## src/fhc_pkg.sv

```systemverilog
// Package of constants for the flash host controller, plus its two-stage pin synchroniser.
`default_nettype none

package fhc_pkg;
   // Register byte offsets on the APB side.
   localparam logic [7:0] FHC_CTRL_OFS   = 8'h00;
   localparam logic [7:0] FHC_ADDR_OFS   = 8'h04;
   localparam logic [7:0] FHC_WDATA_OFS  = 8'h08;
   localparam logic [7:0] FHC_RDATA_OFS  = 8'h0c;
   localparam logic [7:0] FHC_STATUS_OFS = 8'h10;
   localparam logic [7:0] FHC_ISTAT_OFS  = 8'h14;
   localparam logic [7:0] FHC_IMASK_OFS  = 8'h18;

   // Control register fields.
   localparam int FHC_CTRL_GO     = 0;
   localparam int FHC_CTRL_OP_LSB = 1;
   localparam int FHC_CTRL_PROT   = 4;
   localparam int FHC_CTRL_UNPROT = 5;
   localparam int FHC_CTRL_VID    = 6;

   // Interrupt status bits.
   localparam int FHC_IRQ_DONE = 0;
   localparam int FHC_IRQ_FAIL = 1;
   localparam int FHC_IRQ_TMO  = 2;
   localparam int FHC_IRQ_W    = 3;

   // Status data bit positions inside a flash status word.
   localparam int FHC_PRI_TOG_BIT = 6;
   localparam int FHC_SEC_TOG_BIT = 2;
   localparam int FHC_TMO_BIT     = 5;

   // Protect/unprotect address selection bits.
   localparam int FHC_PSEL_HI = 6;
   localparam int FHC_PSEL_MD = 1;
   localparam int FHC_PSEL_LO = 0;

   localparam logic [15:0] FHC_RESET_CMD = 16'h00f0;
   localparam logic [15:0] FHC_FLASH_RST_VAL = 16'h0000;

   // Times in their own units and the cycle counts at 40 ns per clock.
   localparam int CLK_NS        = 40;
   localparam int T_ACC_NS      = 55;
   localparam int T_WP_NS       = 35;
   localparam int T_WC_NS       = 55;
   localparam int T_OEH_NS      = 10;
   localparam int T_RP_NS       = 500;
   localparam int T_RH_NS       = 50;
   localparam int T_READY_US    = 20;
   localparam int T_RSP_US      = 4;
   localparam int T_BUSY_NS     = 30;
   localparam int T_ERASE_MS    = 1500;
   localparam int SYNC_STAGES   = 2;

   localparam logic [15:0] ACC_CYC   = 16'((T_ACC_NS + CLK_NS - 1) / CLK_NS);
   localparam logic [15:0] RD_CYC    = 16'(ACC_CYC + SYNC_STAGES);
   localparam logic [15:0] WP_CYC    = 16'((T_WP_NS + CLK_NS - 1) / CLK_NS);
   localparam logic [15:0] WC_CYC    = 16'((T_WC_NS + CLK_NS - 1) / CLK_NS);
   localparam logic [15:0] OEH_CYC   = 16'((T_OEH_NS + CLK_NS - 1) / CLK_NS);
   localparam logic [15:0] GAP_CYC   = (WC_CYC > OEH_CYC) ? WC_CYC : OEH_CYC;
   localparam logic [15:0] RP_CYC    = 16'((T_RP_NS + CLK_NS - 1) / CLK_NS);
   localparam logic [15:0] RH_CYC    = 16'((T_RH_NS + CLK_NS - 1) / CLK_NS);
   localparam logic [31:0] READY_CYC = 32'((T_READY_US * 1000 + CLK_NS - 1) / CLK_NS);
   localparam logic [15:0] VID_CYC   = 16'((T_RSP_US * 1000 + CLK_NS - 1) / CLK_NS);
   localparam logic [31:0] BUSY_CYC  = 32'((T_BUSY_NS + CLK_NS - 1) / CLK_NS);
   localparam longint unsigned ERASE_MAX_CYC = 64'(T_ERASE_MS) * 64'd1000000 / 64'(CLK_NS);

   typedef enum logic [2:0] {
      ST_IDLE    = 3'b000,
      ST_SETUP   = 3'b001,
      ST_STROBE  = 3'b011,
      ST_HOLD    = 3'b010,
      ST_RST_LOW = 3'b110,
      ST_RST_REC = 3'b111,
      ST_WAIT    = 3'b101,
      ST_SPARE   = 3'b100
   } fhc_state_t;

   typedef enum logic [2:0] {
      OP_READ  = 3'h0,
      OP_WRITE = 3'h1,
      OP_POLL  = 3'h2,
      OP_RESET = 3'h3,
      OP_WAIT  = 3'h4
   } fhc_op_t;
endpackage

`timescale 1ns/1ps

module fhc_sync #(
   parameter int W = 1
) (
   input  wire logic         clk,   // System clock.
   input  wire logic         rst_n, // Asynchronous reset, active low.
   input  wire logic [W-1:0] d,     // Asynchronous pin levels.
   output logic      [W-1:0] q      // Levels after two flops.
);
   typedef struct packed {
      logic [W-1:0] s1;
      logic [W-1:0] s2;
   } fhc_sync_t;

   fhc_sync_t sync_reg;
   fhc_sync_t sync_next;

   // The first stage is read only by the second stage.
   always_comb begin
      sync_next    = sync_reg;
      sync_next.s1 = d;
      sync_next.s2 = sync_reg.s1;
   end

   always_ff @(posedge clk or negedge rst_n) begin
      if (!rst_n) begin
         sync_reg <= '0;
      end else begin
         sync_reg <= sync_next;
      end
   end

   assign q = sync_reg.s2;
endmodule // fhc_sync

`default_nettype wire

```

## src/fhc_ctrl.sv

```systemverilog
// Flash host controller: APB registers in front of a parallel boot-sector flash pin sequencer.
//
// Overview of operation
// - Host waits at least 50 ns after reset release before reading.
// - Sector protect uses address bit6 low, bit1 high, bit0 low.
// - Sector unprotect uses address bit6 high, bit1 high, bit0 low.
// - Host may access at once when the done indicator shows ready.
// - Host holds elevated reset 4 us before a write in temporary unprotect.
// - Host keeps output enable high at least 10 ns between status reads.
// - After a timing-limit failure the host issues the reset command.
`timescale 1ns/1ps
`default_nettype none

module fhc_ctrl #(
   parameter logic [31:0] WAIT_LIMIT = 32'(fhc_pkg::ERASE_MAX_CYC) // Longest wait for ready.
) (
   input  wire logic        clk,            // System clock, 25 MHz.
   input  wire logic        rst_n,          // Asynchronous reset, active low.
   input  wire logic        psel,           // APB select.
   input  wire logic        penable,        // APB access phase.
   input  wire logic        pwrite,         // APB direction.
   input  wire logic [7:0]  paddr,          // APB byte address.
   input  wire logic [31:0] pwdata,         // APB write data.
   output logic      [31:0] prdata,         // APB read data.
   output logic             pready,         // APB ready.
   output logic             pslverr,        // APB error on unmapped address.
   output logic             irq,            // Level interrupt.
   output logic      [19:0] flash_addr,     // Flash address pins.
   output logic      [15:0] dq_o,           // Flash data out.
   output logic             dq_oe,          // Data pins driven when high.
   input  wire logic [15:0] dq_i,           // Flash data in.
   output logic             ce_n,           // Chip enable, active low.
   output logic             oe_n,           // Output enable, active low.
   output logic             we_n,           // Write enable, active low.
   output logic             flash_rst_n,    // Flash reset pin, active low.
   output logic             vid_en,         // Raise reset pin to unprotect voltage.
   input  wire logic        done_indicator  // Ready (high) or busy (low) pin.
);
   import fhc_pkg::*;

   typedef struct packed {
      fhc_state_t       st;
      fhc_op_t          op;
      logic             go;
      logic [15:0]      cnt;
      logic [31:0]      tmo;
      logic             first_rd;
      logic             prev_pri;
      logic             prev_to;
      logic             fail_wr;
      logic [19:0]      addr_reg;
      logic [15:0]      wdata_reg;
      logic [15:0]      rdata_reg;
      logic             prot_en;
      logic             unprot;
      logic             vid_req;
      logic [15:0]      vid_cnt;
      logic [FHC_IRQ_W-1:0] istat;
      logic [FHC_IRQ_W-1:0] imask;
      logic [19:0]      flash_addr;
      logic [15:0]      dq_o;
      logic             dq_oe;
      logic             ce_n;
      logic             oe_n;
      logic             we_n;
      logic             flash_rst_n;
      logic             vid_en;
      logic             irq;
      logic             pready;
      logic [31:0]      prdata;
      logic             pslverr;
   } fhc_ctrl_t;

   fhc_ctrl_t ctl_reg;
   fhc_ctrl_t ctl_next;

   logic [15:0] dq_s;
   logic        rdy_s;

   fhc_sync #(.W(17)) u_sync (
      .clk   (clk),
      .rst_n (rst_n),
      .d     ({done_indicator, dq_i}),
      .q     ({rdy_s, dq_s})
   );

   logic                 is_wr;
   logic                 vid_ok;
   logic                 mapped;
   logic                 acc;
   logic [FHC_IRQ_W-1:0] iset;
   logic [FHC_IRQ_W-1:0] iclr;
   logic [31:0]          rd_mux;
   logic [19:0]          sel_addr;

   always_comb begin
      ctl_next = ctl_reg;
      iset     = '0;
      iclr     = '0;
      is_wr    = (ctl_reg.op == OP_WRITE) || ctl_reg.fail_wr;
      vid_ok   = !ctl_reg.vid_req || (ctl_reg.vid_cnt == VID_CYC);
      sel_addr = ctl_reg.addr_reg;
      if (ctl_reg.prot_en) begin
         sel_addr[FHC_PSEL_HI] = ctl_reg.unprot;
         sel_addr[FHC_PSEL_MD] = 1'b1;
         sel_addr[FHC_PSEL_LO] = 1'b0;
      end

      // Elevated reset voltage must settle before an OP_WRITE is let through.
      ctl_next.vid_en = ctl_reg.vid_req;
      if (!ctl_reg.vid_req) begin
         ctl_next.vid_cnt = '0;
      end else if (ctl_reg.vid_cnt != VID_CYC) begin
         ctl_next.vid_cnt = ctl_reg.vid_cnt + 16'h0001;
      end

      ctl_next.cnt = ctl_reg.cnt + 16'h0001;
      case (ctl_reg.st)
         ST_IDLE: begin
            ctl_next.cnt = '0;
            ctl_next.tmo = '0;
            ctl_next.dq_oe = 1'b0;
            if (ctl_reg.go) begin
               case (ctl_reg.op)
                  OP_READ, OP_POLL: begin
                     ctl_next.go = 1'b0;
                     ctl_next.st = ST_SETUP;
                     ctl_next.first_rd = 1'b1;
                     ctl_next.flash_addr = sel_addr;
                     ctl_next.ce_n = 1'b0;
                  end
                  OP_WRITE: begin
                     if (vid_ok) begin
                        ctl_next.go = 1'b0;
                        ctl_next.st = ST_SETUP;
                        ctl_next.flash_addr = sel_addr;
                        ctl_next.dq_o = ctl_reg.wdata_reg;
                        ctl_next.dq_oe = 1'b1;
                        ctl_next.ce_n = 1'b0;
                     end
                  end
                  OP_RESET: begin
                     ctl_next.go = 1'b0;
                     ctl_next.st = ST_RST_LOW;
                     ctl_next.flash_rst_n = 1'b0;
                  end
                  OP_WAIT: begin
                     ctl_next.go = 1'b0;
                     ctl_next.st = ST_WAIT;
                  end
                  default: begin
                     ctl_next.go = 1'b0;
                  end
               endcase
            end
         end
         ST_SETUP: begin
            ctl_next.st = ST_STROBE;
            ctl_next.cnt = '0;
            ctl_next.we_n = !is_wr;
            ctl_next.oe_n = is_wr;
         end
         ST_STROBE: begin
            if (ctl_reg.cnt == (is_wr ? WP_CYC : RD_CYC) - 16'h0001) begin
               ctl_next.st = ST_HOLD;
               ctl_next.cnt = '0;
               ctl_next.we_n = 1'b1;
               ctl_next.oe_n = 1'b1;
               if (!is_wr) begin
                  ctl_next.rdata_reg = dq_s;
               end
            end
         end
         ST_HOLD: begin
            // Output enable stays high here, which spaces successive status reads.
            if (ctl_reg.cnt == GAP_CYC - 16'h0001) begin
               ctl_next.ce_n = 1'b1;
               ctl_next.dq_oe = 1'b0;
               ctl_next.st = ST_IDLE;
               if (ctl_reg.op == OP_POLL && !ctl_reg.fail_wr) begin
                  ctl_next.first_rd = 1'b0;
                  ctl_next.prev_pri = ctl_reg.rdata_reg[FHC_PRI_TOG_BIT];
                  ctl_next.prev_to = ctl_reg.rdata_reg[FHC_TMO_BIT];
                  // Only the primary flag is compared, so any address serves.
                  if (!ctl_reg.first_rd &&
                      ctl_reg.rdata_reg[FHC_PRI_TOG_BIT] == ctl_reg.prev_pri) begin
                     iset[FHC_IRQ_DONE] = 1'b1;
                  end else if (!ctl_reg.first_rd && ctl_reg.prev_to &&
                               ctl_reg.rdata_reg[FHC_TMO_BIT]) begin
                     ctl_next.fail_wr = 1'b1;
                     ctl_next.st = ST_SETUP;
                     ctl_next.flash_addr = FHC_FLASH_RST_VAL[3:0] == 4'h0 ? 20'h00000 : sel_addr;
                     ctl_next.dq_o = FHC_RESET_CMD;
                     ctl_next.dq_oe = 1'b1;
                     ctl_next.ce_n = 1'b0;
                  end else begin
                     ctl_next.st = ST_SETUP;
                     ctl_next.ce_n = 1'b0;
                  end
               end else if (ctl_reg.fail_wr) begin
                  ctl_next.fail_wr = 1'b0;
                  iset[FHC_IRQ_FAIL] = 1'b1;
               end else begin
                  iset[FHC_IRQ_DONE] = 1'b1;
               end
            end
         end
         ST_RST_LOW: begin
            ctl_next.tmo = ctl_reg.tmo + 32'h00000001;
            if (ctl_reg.cnt == RP_CYC - 16'h0001) begin
               ctl_next.flash_rst_n = 1'b1;
               ctl_next.st = ST_RST_REC;
               ctl_next.cnt = '0;
            end
         end
         ST_RST_REC: begin
            // Ready pin high ends the wait early; otherwise allow the full abort time.
            ctl_next.tmo = ctl_reg.tmo + 32'h00000001;
            if (ctl_reg.cnt >= RH_CYC - 16'h0001 &&
                (rdy_s || ctl_reg.tmo >= READY_CYC)) begin
               ctl_next.st = ST_IDLE;
               iset[FHC_IRQ_DONE] = 1'b1;
            end
         end
         ST_WAIT: begin
            ctl_next.tmo = ctl_reg.tmo + 32'h00000001;
            if (ctl_reg.tmo >= BUSY_CYC && rdy_s) begin
               ctl_next.st = ST_IDLE;
               iset[FHC_IRQ_DONE] = 1'b1;
            end else if (ctl_reg.tmo >= WAIT_LIMIT) begin
               ctl_next.st = ST_IDLE;
               iset[FHC_IRQ_TMO] = 1'b1;
            end
         end
         default: begin
            ctl_next.st = ST_IDLE;
         end
      endcase

      // APB slave: one wait state, then pready with registered data.
      mapped = (paddr[1:0] == 2'b00) && (paddr <= FHC_IMASK_OFS);
      acc = psel && penable && ctl_reg.pready;
      case (paddr)
         FHC_CTRL_OFS:   rd_mux = {25'h0, ctl_reg.vid_req, ctl_reg.unprot, ctl_reg.prot_en, ctl_reg.op, 1'b0};
         FHC_ADDR_OFS:   rd_mux = {12'h000, ctl_reg.addr_reg};
         FHC_WDATA_OFS:  rd_mux = {16'h0000, ctl_reg.wdata_reg};
         FHC_RDATA_OFS:  rd_mux = {16'h0000, ctl_reg.rdata_reg};
         FHC_STATUS_OFS: rd_mux = {28'h0000000, ctl_reg.flash_rst_n, vid_ok, rdy_s,
                                   (ctl_reg.st != ST_IDLE) || ctl_reg.go};
         FHC_ISTAT_OFS:  rd_mux = {29'h0, ctl_reg.istat};
         FHC_IMASK_OFS:  rd_mux = {29'h0, ctl_reg.imask};
         default:        rd_mux = 32'h00000000;
      endcase
      ctl_next.pready = psel && penable && !ctl_reg.pready;
      if (psel && penable && !ctl_reg.pready) begin
         ctl_next.prdata = pwrite ? 32'h00000000 : rd_mux;
         ctl_next.pslverr = !mapped;
      end
      if (acc && pwrite && mapped) begin
         case (paddr)
            FHC_CTRL_OFS: begin
               ctl_next.prot_en = pwdata[FHC_CTRL_PROT];
               ctl_next.unprot = pwdata[FHC_CTRL_UNPROT];
               ctl_next.vid_req = pwdata[FHC_CTRL_VID];
               // A start while busy is dropped.
               if (pwdata[FHC_CTRL_GO] && ctl_reg.st == ST_IDLE && !ctl_reg.go) begin
                  ctl_next.go = 1'b1;
                  ctl_next.op = fhc_op_t'(pwdata[FHC_CTRL_OP_LSB +: 3]);
               end
            end
            FHC_ADDR_OFS:  ctl_next.addr_reg = pwdata[19:0];
            FHC_WDATA_OFS: ctl_next.wdata_reg = pwdata[15:0];
            FHC_ISTAT_OFS: iclr = pwdata[FHC_IRQ_W-1:0];
            FHC_IMASK_OFS: ctl_next.imask = pwdata[FHC_IRQ_W-1:0];
            default: begin
            end
         endcase
      end
      // A new event beats a write-one clear in the same cycle.
      ctl_next.istat = (ctl_reg.istat & ~iclr) | iset;
      ctl_next.irq = |(ctl_next.istat & ctl_next.imask);
   end

   always_ff @(posedge clk or negedge rst_n) begin
      if (!rst_n) begin
         ctl_reg <= '0;
         ctl_reg.ce_n <= 1'b1;
         ctl_reg.oe_n <= 1'b1;
         ctl_reg.we_n <= 1'b1;
         ctl_reg.flash_rst_n <= 1'b1;
      end else begin
         ctl_reg <= ctl_next;
      end
   end

   assign prdata      = ctl_reg.prdata;
   assign pready      = ctl_reg.pready;
   assign pslverr     = ctl_reg.pslverr;
   assign irq         = ctl_reg.irq;
   assign flash_addr  = ctl_reg.flash_addr;
   assign dq_o        = ctl_reg.dq_o;
   assign dq_oe       = ctl_reg.dq_oe;
   assign ce_n        = ctl_reg.ce_n;
   assign oe_n        = ctl_reg.oe_n;
   assign we_n        = ctl_reg.we_n;
   assign flash_rst_n = ctl_reg.flash_rst_n;
   assign vid_en      = ctl_reg.vid_en;
endmodule // fhc_ctrl

`default_nettype wire

```

## config.mk

```make
export PLATFORM = sky130hd
export DESIGN_NAME = fhc_ctrl
export DESIGN_NICKNAME = d
export VERILOG_FILES = /design/src/fhc_pkg.sv /design/src/fhc_ctrl.sv
export SDC_FILE = /design/constraint.sdc
export NUM_CORES = 1
export LEC_CHECK = 0
export BUFFER_PORTS_ARGS = -buffer_cell sky130_fd_sc_hd__buf_2
export CAP_MARGIN = 20
export CORE_ASPECT_RATIO = 1.1
export CORE_MARGIN = 5
export CORE_UTILIZATION = 35
export CTS_CLUSTER_DIAMETER = 40
export DETAILED_ROUTE_END_ITERATION = 10
export PLACE_DENSITY = 0.53
export SLEW_MARGIN = 15
export SYNTH_ARGS = -nofsm -noshare
export SYNTH_HDL_FRONTEND = slang
export SYNTH_SLANG_ARGS = --single-unit
```

## constraint.sdc

```tcl
create_clock -name clk -period 5.27 [get_ports clk]
set_input_delay 0.527 -clock clk [delete_from_list [all_inputs] [get_ports clk]]
set_output_delay 0.527 -clock clk [all_outputs]
set_load 0.01 [all_outputs]
```

# ---- Word-level counts from Yosys, hierarchy flattened
# Cells that the tools add are included.
dict set report word_totals {
  output_inout_bits 77
  register_bits 247
}
dict set report classes {
  reduce_logical 53
  n_eq_ne 41
  n_addsub 4
  magnitude_cmp 5
  n_bitwise 5
  n_mux 71
}
# operator count
set op_table {}
lappend op_table {{2-to-1 mux 38 bit} 5}
lappend op_table {{case mux 20 bit (7 select lines)} 1}
lappend op_table {{case mux 38 bit (2 select lines)} 1}
lappend op_table {{2-to-1 mux 16 bit} 4}
lappend op_table {{case mux 32 bit (2 select lines)} 1}
lappend op_table {{case mux 16 bit (3 select lines)} 1}
lappend op_table {{2-to-1 mux 3 bit} 14}
lappend op_table {{case mux 20 bit (2 select lines)} 1}
lappend op_table {{2-to-1 mux 37 bit} 1}
lappend op_table {{adder 16 x 1 -> 16 bit, second input constant} 2}
lappend op_table {{adder 32 x 1 -> 32 bit, second input constant} 1}
lappend op_table {{greater-or-equal comparator 32 x 1 -> 1 bit, second input constant} 1}
lappend op_table {{greater-or-equal comparator 32 x 26 -> 1 bit, second input constant} 1}
lappend op_table {{greater-or-equal comparator 32 x 9 -> 1 bit, second input constant} 1}
lappend op_table {{2-to-1 mux 32 bit} 1}
lappend op_table {{2-to-1 mux 1 bit} 29}
lappend op_table {{equality test 8 x 5 -> 1 bit, second input constant} 3}
lappend op_table {{AND reduction 8 bit} 3}
lappend op_table {{inequality test 2 bit, second input constant} 11}
lappend op_table {{case mux 3 bit (7 select lines)} 1}
lappend op_table {{2-to-1 mux 17 bit} 1}
lappend op_table {{equality test 16 x 1 -> 1 bit, second input constant} 1}
lappend op_table {{equality test 16 bit} 1}
lappend op_table {{equality test 16 x 4 -> 1 bit, second input constant} 1}
lappend op_table {{39 further kinds} 92}

# ---- Depth between registers and ports, before layout
dict set report logic_depth {
  word_depth 10
  mapped_depth 10
  ltp_nobuf 8
}

# ---- Cells and area by module
# Synthesis repeated with hierarchy kept, for this count alone.
dict set report unflattened {
  hier_cells 1028
  area_unflattened_um2 10901.7
}
# module seq_area_each_um2 instances cells_each area_per_inst_um2
set by_module_without_submodules {}
lappend by_module_without_submodules {fhc_ctrl 5034.8 1 994 10050.9}
lappend by_module_without_submodules {fhc_sync 850.8 1 34 850.8}

# ---- Worst setup path before layout
# OpenSTA, ideal clock, no wires.
dict set report synth_path {
  kind {input to register}
  start {input port paddr[7]}
  end {register ctl_reg (netlist bit irq)}
  path_slack_ns 2.903
  required_time_ns 5.144
  path_stages 7
  arrival_ns 2.241
  setup_time_ns 0.126
  path_buffers 1
  cell_sequence {nor3_1 -> and4_1 -> clkbuf_1 -> and2_1 -> mux2_2 -> and2_1 -> a221o_1}
}
# element line_no
set synth_lines {}
lappend synth_lines {{start, declared} fhc_ctrl.sv:22} ;# input wire logic [7:0] paddr,
lappend synth_lines {{end signal, assigned} fhc_ctrl.sv:292} ;# ctl_reg <= ctl_next;
lappend synth_lines {{end, declared} fhc_ctrl.sv:74} ;# fhc_ctrl_t ctl_reg;

# ---- Final worst setup path
dict set report layout_path {
  start {register ctl_reg[92] (netlist name)}
  end {register ctl_reg (netlist bit flash_addr[6])}
}
dict set report layout_between {
  elab_chain_cells 4
}
# element line_no
set layout_rtl {}
lappend layout_rtl {{equality test 16 x 7 -> 1 bit} fhc_ctrl.sv:101} ;# vid_ok = !ctl_reg.vid_req || (ctl_reg.vid_cnt == VID_CYC);
lappend layout_rtl {{logical OR 1 bit} fhc_ctrl.sv:101}
lappend layout_rtl {{inequality test 3 bit (no line)} -}
lappend layout_rtl {{AND reduction 8 bit (no line)} -}
# No other way between the ends.
# A chain may end at the register's enable or synchronous reset.

==> results by group <==
Critical path
  • R2r startpoint: ctl_reg[92]
  • R2R depth: 7
  • FF-to-FF End: flash_addr[6]
  • Signal arrival time at the worst endpoint: around 3.4 ns
  • Reg2Reg Setup Slack: 2.29 ns
  • Setup CP Type: reg -> reg
  • Worst EP required: 5.69 ns
  • CP Launch Type: flop
  • Max FO, Critical Path: 23
  • Critical Path End Type: flop

Global routing
  • Antenna violations before repair: 1
  • GR Overflow Total: 0
  • Largest net degree at the start of global routing: between 100 and 150
  • First-pass GRT wire length: ~43 mm
  • GR Util All Layers: around 15%
  • Vias in the first global route: 7635

STA
  • Hold slack: between 0.04 and 0.05 ns
  • Period utilisation layout: between 50% and 60%
  • Relative slew slack: approximately 26%
  • Final hold viol count: 0
  • Clock Skews: roughly 0.032 ns
  • Fmax: about 0.34 GHz
  • RSZ-0062 raised after global routing: no
  • Max-slew violations: 0
  • Tightest Pin Transition: 1.12 ns
  • Final worst slack: 2.29 ns
  • Post-route minimum period: 2.98 ns
  • Final setup TNS: 0 ns
  • Final setup violation count: 0

Clock network
  • Root buf cell: clkbuf_16
  • TritonCTS Buffers: 37
  • Post-CTS Setup Repair Bufs: 0
  • Clk Latency, worst-skew pair: between 0.5 and 0.6 ns
  • Htree depth: 2
  • Hold_buf cts: 0
  • Worst-path clk slew: approximately 0.050 ns
  • Post-cts sizing count: 0
  • CTS tree: built
  • Clock sinks: around 240
  • CTS max path bufs: 3

Job
  • Max_cap viols: 0

Die
  • Die Span X: between 150 and 200 um
  • Die height: 197 um
  • Core footprint: 31300 um2
  • Core Rows: between 60 and 70
  • Starting Density: 35.4%
  • Total die area: approximately 35000 um2
  • Io pins: around 140

Yosys
  • Ys async rst share: 100%
  • Synthesis Warnings: 0
  • Post-Syn Instances: around 1000
  • Primary FF master, synth: dfrtp_1
  • #FFs+latches synth: around 240
  • Mean area per synthesized cell: ~11 um2
  • Synthesized area: about 11000 um2
  • Register area share after synthesis: roughly 53%
  • Number of synthesized flops with an enable pin: 0
  • Distinct cells, synth: between 70 and 80

Place
  • Place WS: 1.84 ns
  • RD Place Congestion: 0.777
  • IO buf count: between 100 and 150
  • DP Area: approximately 12000 um2
  • DPL Wire Length: 18.3 mm

Final layout
  • Max reg flops: roughly 140
  • Share of layout cells above drive strength 1: roughly a quarter
  • Design area: roughly 13000 um2
  • # nets final: between 1000 and 1500
  • Final Core Density: 41.0%
  • Area of the multi-input gates: 4320 um2
  • Fillers: around 3100
  • FF/Latch Area: 5890 um2
  • Area grow syn2layout: 15.7%

Power
  • Worst vdd rail ir drop: approximately 0.22 mV
  • Leakage: 0.00605 uW
  • Pwr Density: 391 nW/um2

Worst hold path
  • HP Class: in -> async

Drt
  • Final WL: about 27 mm
  • Iter 0 DRT Violations: about 450
  • DRT Pass-1 Iters: 5
  • Via count: ~7700
  • Routed Antenna Nets: 0
  • WL/cell: about 17 um
  • Vias per cell: roughly 5
  • # DRC: 0

Run status
  • Status: finished, final reports clean
## logic make-up after synthesis
kind of cell | after synthesis | share of synthesized area [%]
simple gates | 324 | 16.1
xor+xnor | 28 | 2.21
fa+ha+maj | 10 | 1.13
other cells | 1 | 0.0338
mux | 94 | 9.19
buf+inv | 173 | 8.56
compound gates | 162 | 9.74
flops | 235 | 53.0
## cell usage after synthesis (all sizes together), types with 17 or more instances
| library cell | instances | area (um2) |
|---|---|---|
| mux2 | 63 | 709 |
| nor3 | 17 | 85.1 |
| nand4 | 23 | 150 |
| dfrtp | 231 | 5780 |
| clkbuf | 35 | 133 |
| nand2 | 85 | 319 |
| nor2 | 46 | 173 |
| mux2i | 31 | 310 |
| nand3 | 55 | 288 |
| inv | 56 | 210 |
| o21ai | 53 | 265 |
| buf | 82 | 607 |
| a21oi | 29 | 145 |
| and2 | 25 | 156 |
## cell type report
class,count,share of cell area (%)
diodes,1,0.0195
clock buffers,48,8.02
clock inverters,20,1.80
inverters,56,1.64
multi-input cells,630,33.6
flip-flops and latches,235,45.8
well taps,420,4.09
repair buffers,120,4.97
## metrics by stage
step                instances  total power, uW
floorplan                1038             2410
global placement         1461             2630
detailed placement       1461             2630
CTS                      1529             5100
global route             1530             5260
finish                   1530             5010
## metal layers
| layer | part of all wire, % | up-vias | track usage [%] |
|---|---|---|---|
| li1 | - | 3678 | - |
| met1 | 48 | 3775 | 21.4 |
| met2 | 45 | 165 | 22.8 |
| met3 | 5.0 | 43 | 3.47 |
| met4 | 2.2 | 0 | 4.32 |
| met5 | 0 | - | 0 |
## worst max-delay path by stage
stage,start,cells past startpoint,endpoint
detailed placement,paddr[7],5,ctl_reg[142]
global route,ctl_reg[92],7,flash_addr[15]
global placement,paddr[7],5,ctl_reg[145]
finish,ctl_reg[92],7,flash_addr[6]
CTS,ctl_reg[92],7,flash_addr[6]
floorplan,paddr[7],7,irq
## cell usage in the layout, fill, tap and decap left out, types with 4 or more instances in the layout
cell,Yosys,final
a21o_1,8,8
a21oi_1,29,29
a222oi_1,10,10
a22o_1,12,12
a22oi_1,4,4
a31oi_1,4,4
and2_1,25,25
and3_1,10,10
and4_1,11,11
buf_2,10,113
buf_4,68,5
clkbuf_1,34,7
clkbuf_16,0,39
clkinv_4,0,5
clkinvlp_4,0,5
conb_1,1,12
dfrtp_1,231,231
dfstp_2,4,4
ha_1,10,10
inv_1,56,56
mux2_2,63,63
mux2i_1,31,31
nand2_1,85,85
nand2b_1,4,4
nand3_1,54,54
nand4_1,22,22
nor2_1,46,46
nor3_1,17,17
nor3b_1,5,5
nor4_1,11,11
nor4_4,4,4
o211ai_1,9,9
o21ai_0,53,53
o31ai_1,7,7
or3_1,6,6
xnor2_1,16,16
xor2_1,12,12
## power by group
group	internal, uW	switching (uW)
clock network	1550	880
registers	1900	104
logic	192	393
## critical path, stage by stage (launching register included)
cell and delay [ns]:
dfrtp_1 0.41, nor4_1 0.44, nand4_2 0.36, a41o_1 0.39
a211oi_4 0.71, buf_4 0.34, nand3_1 0.10, o21ai_0 0.12
(Power assumes the default switching activity.)
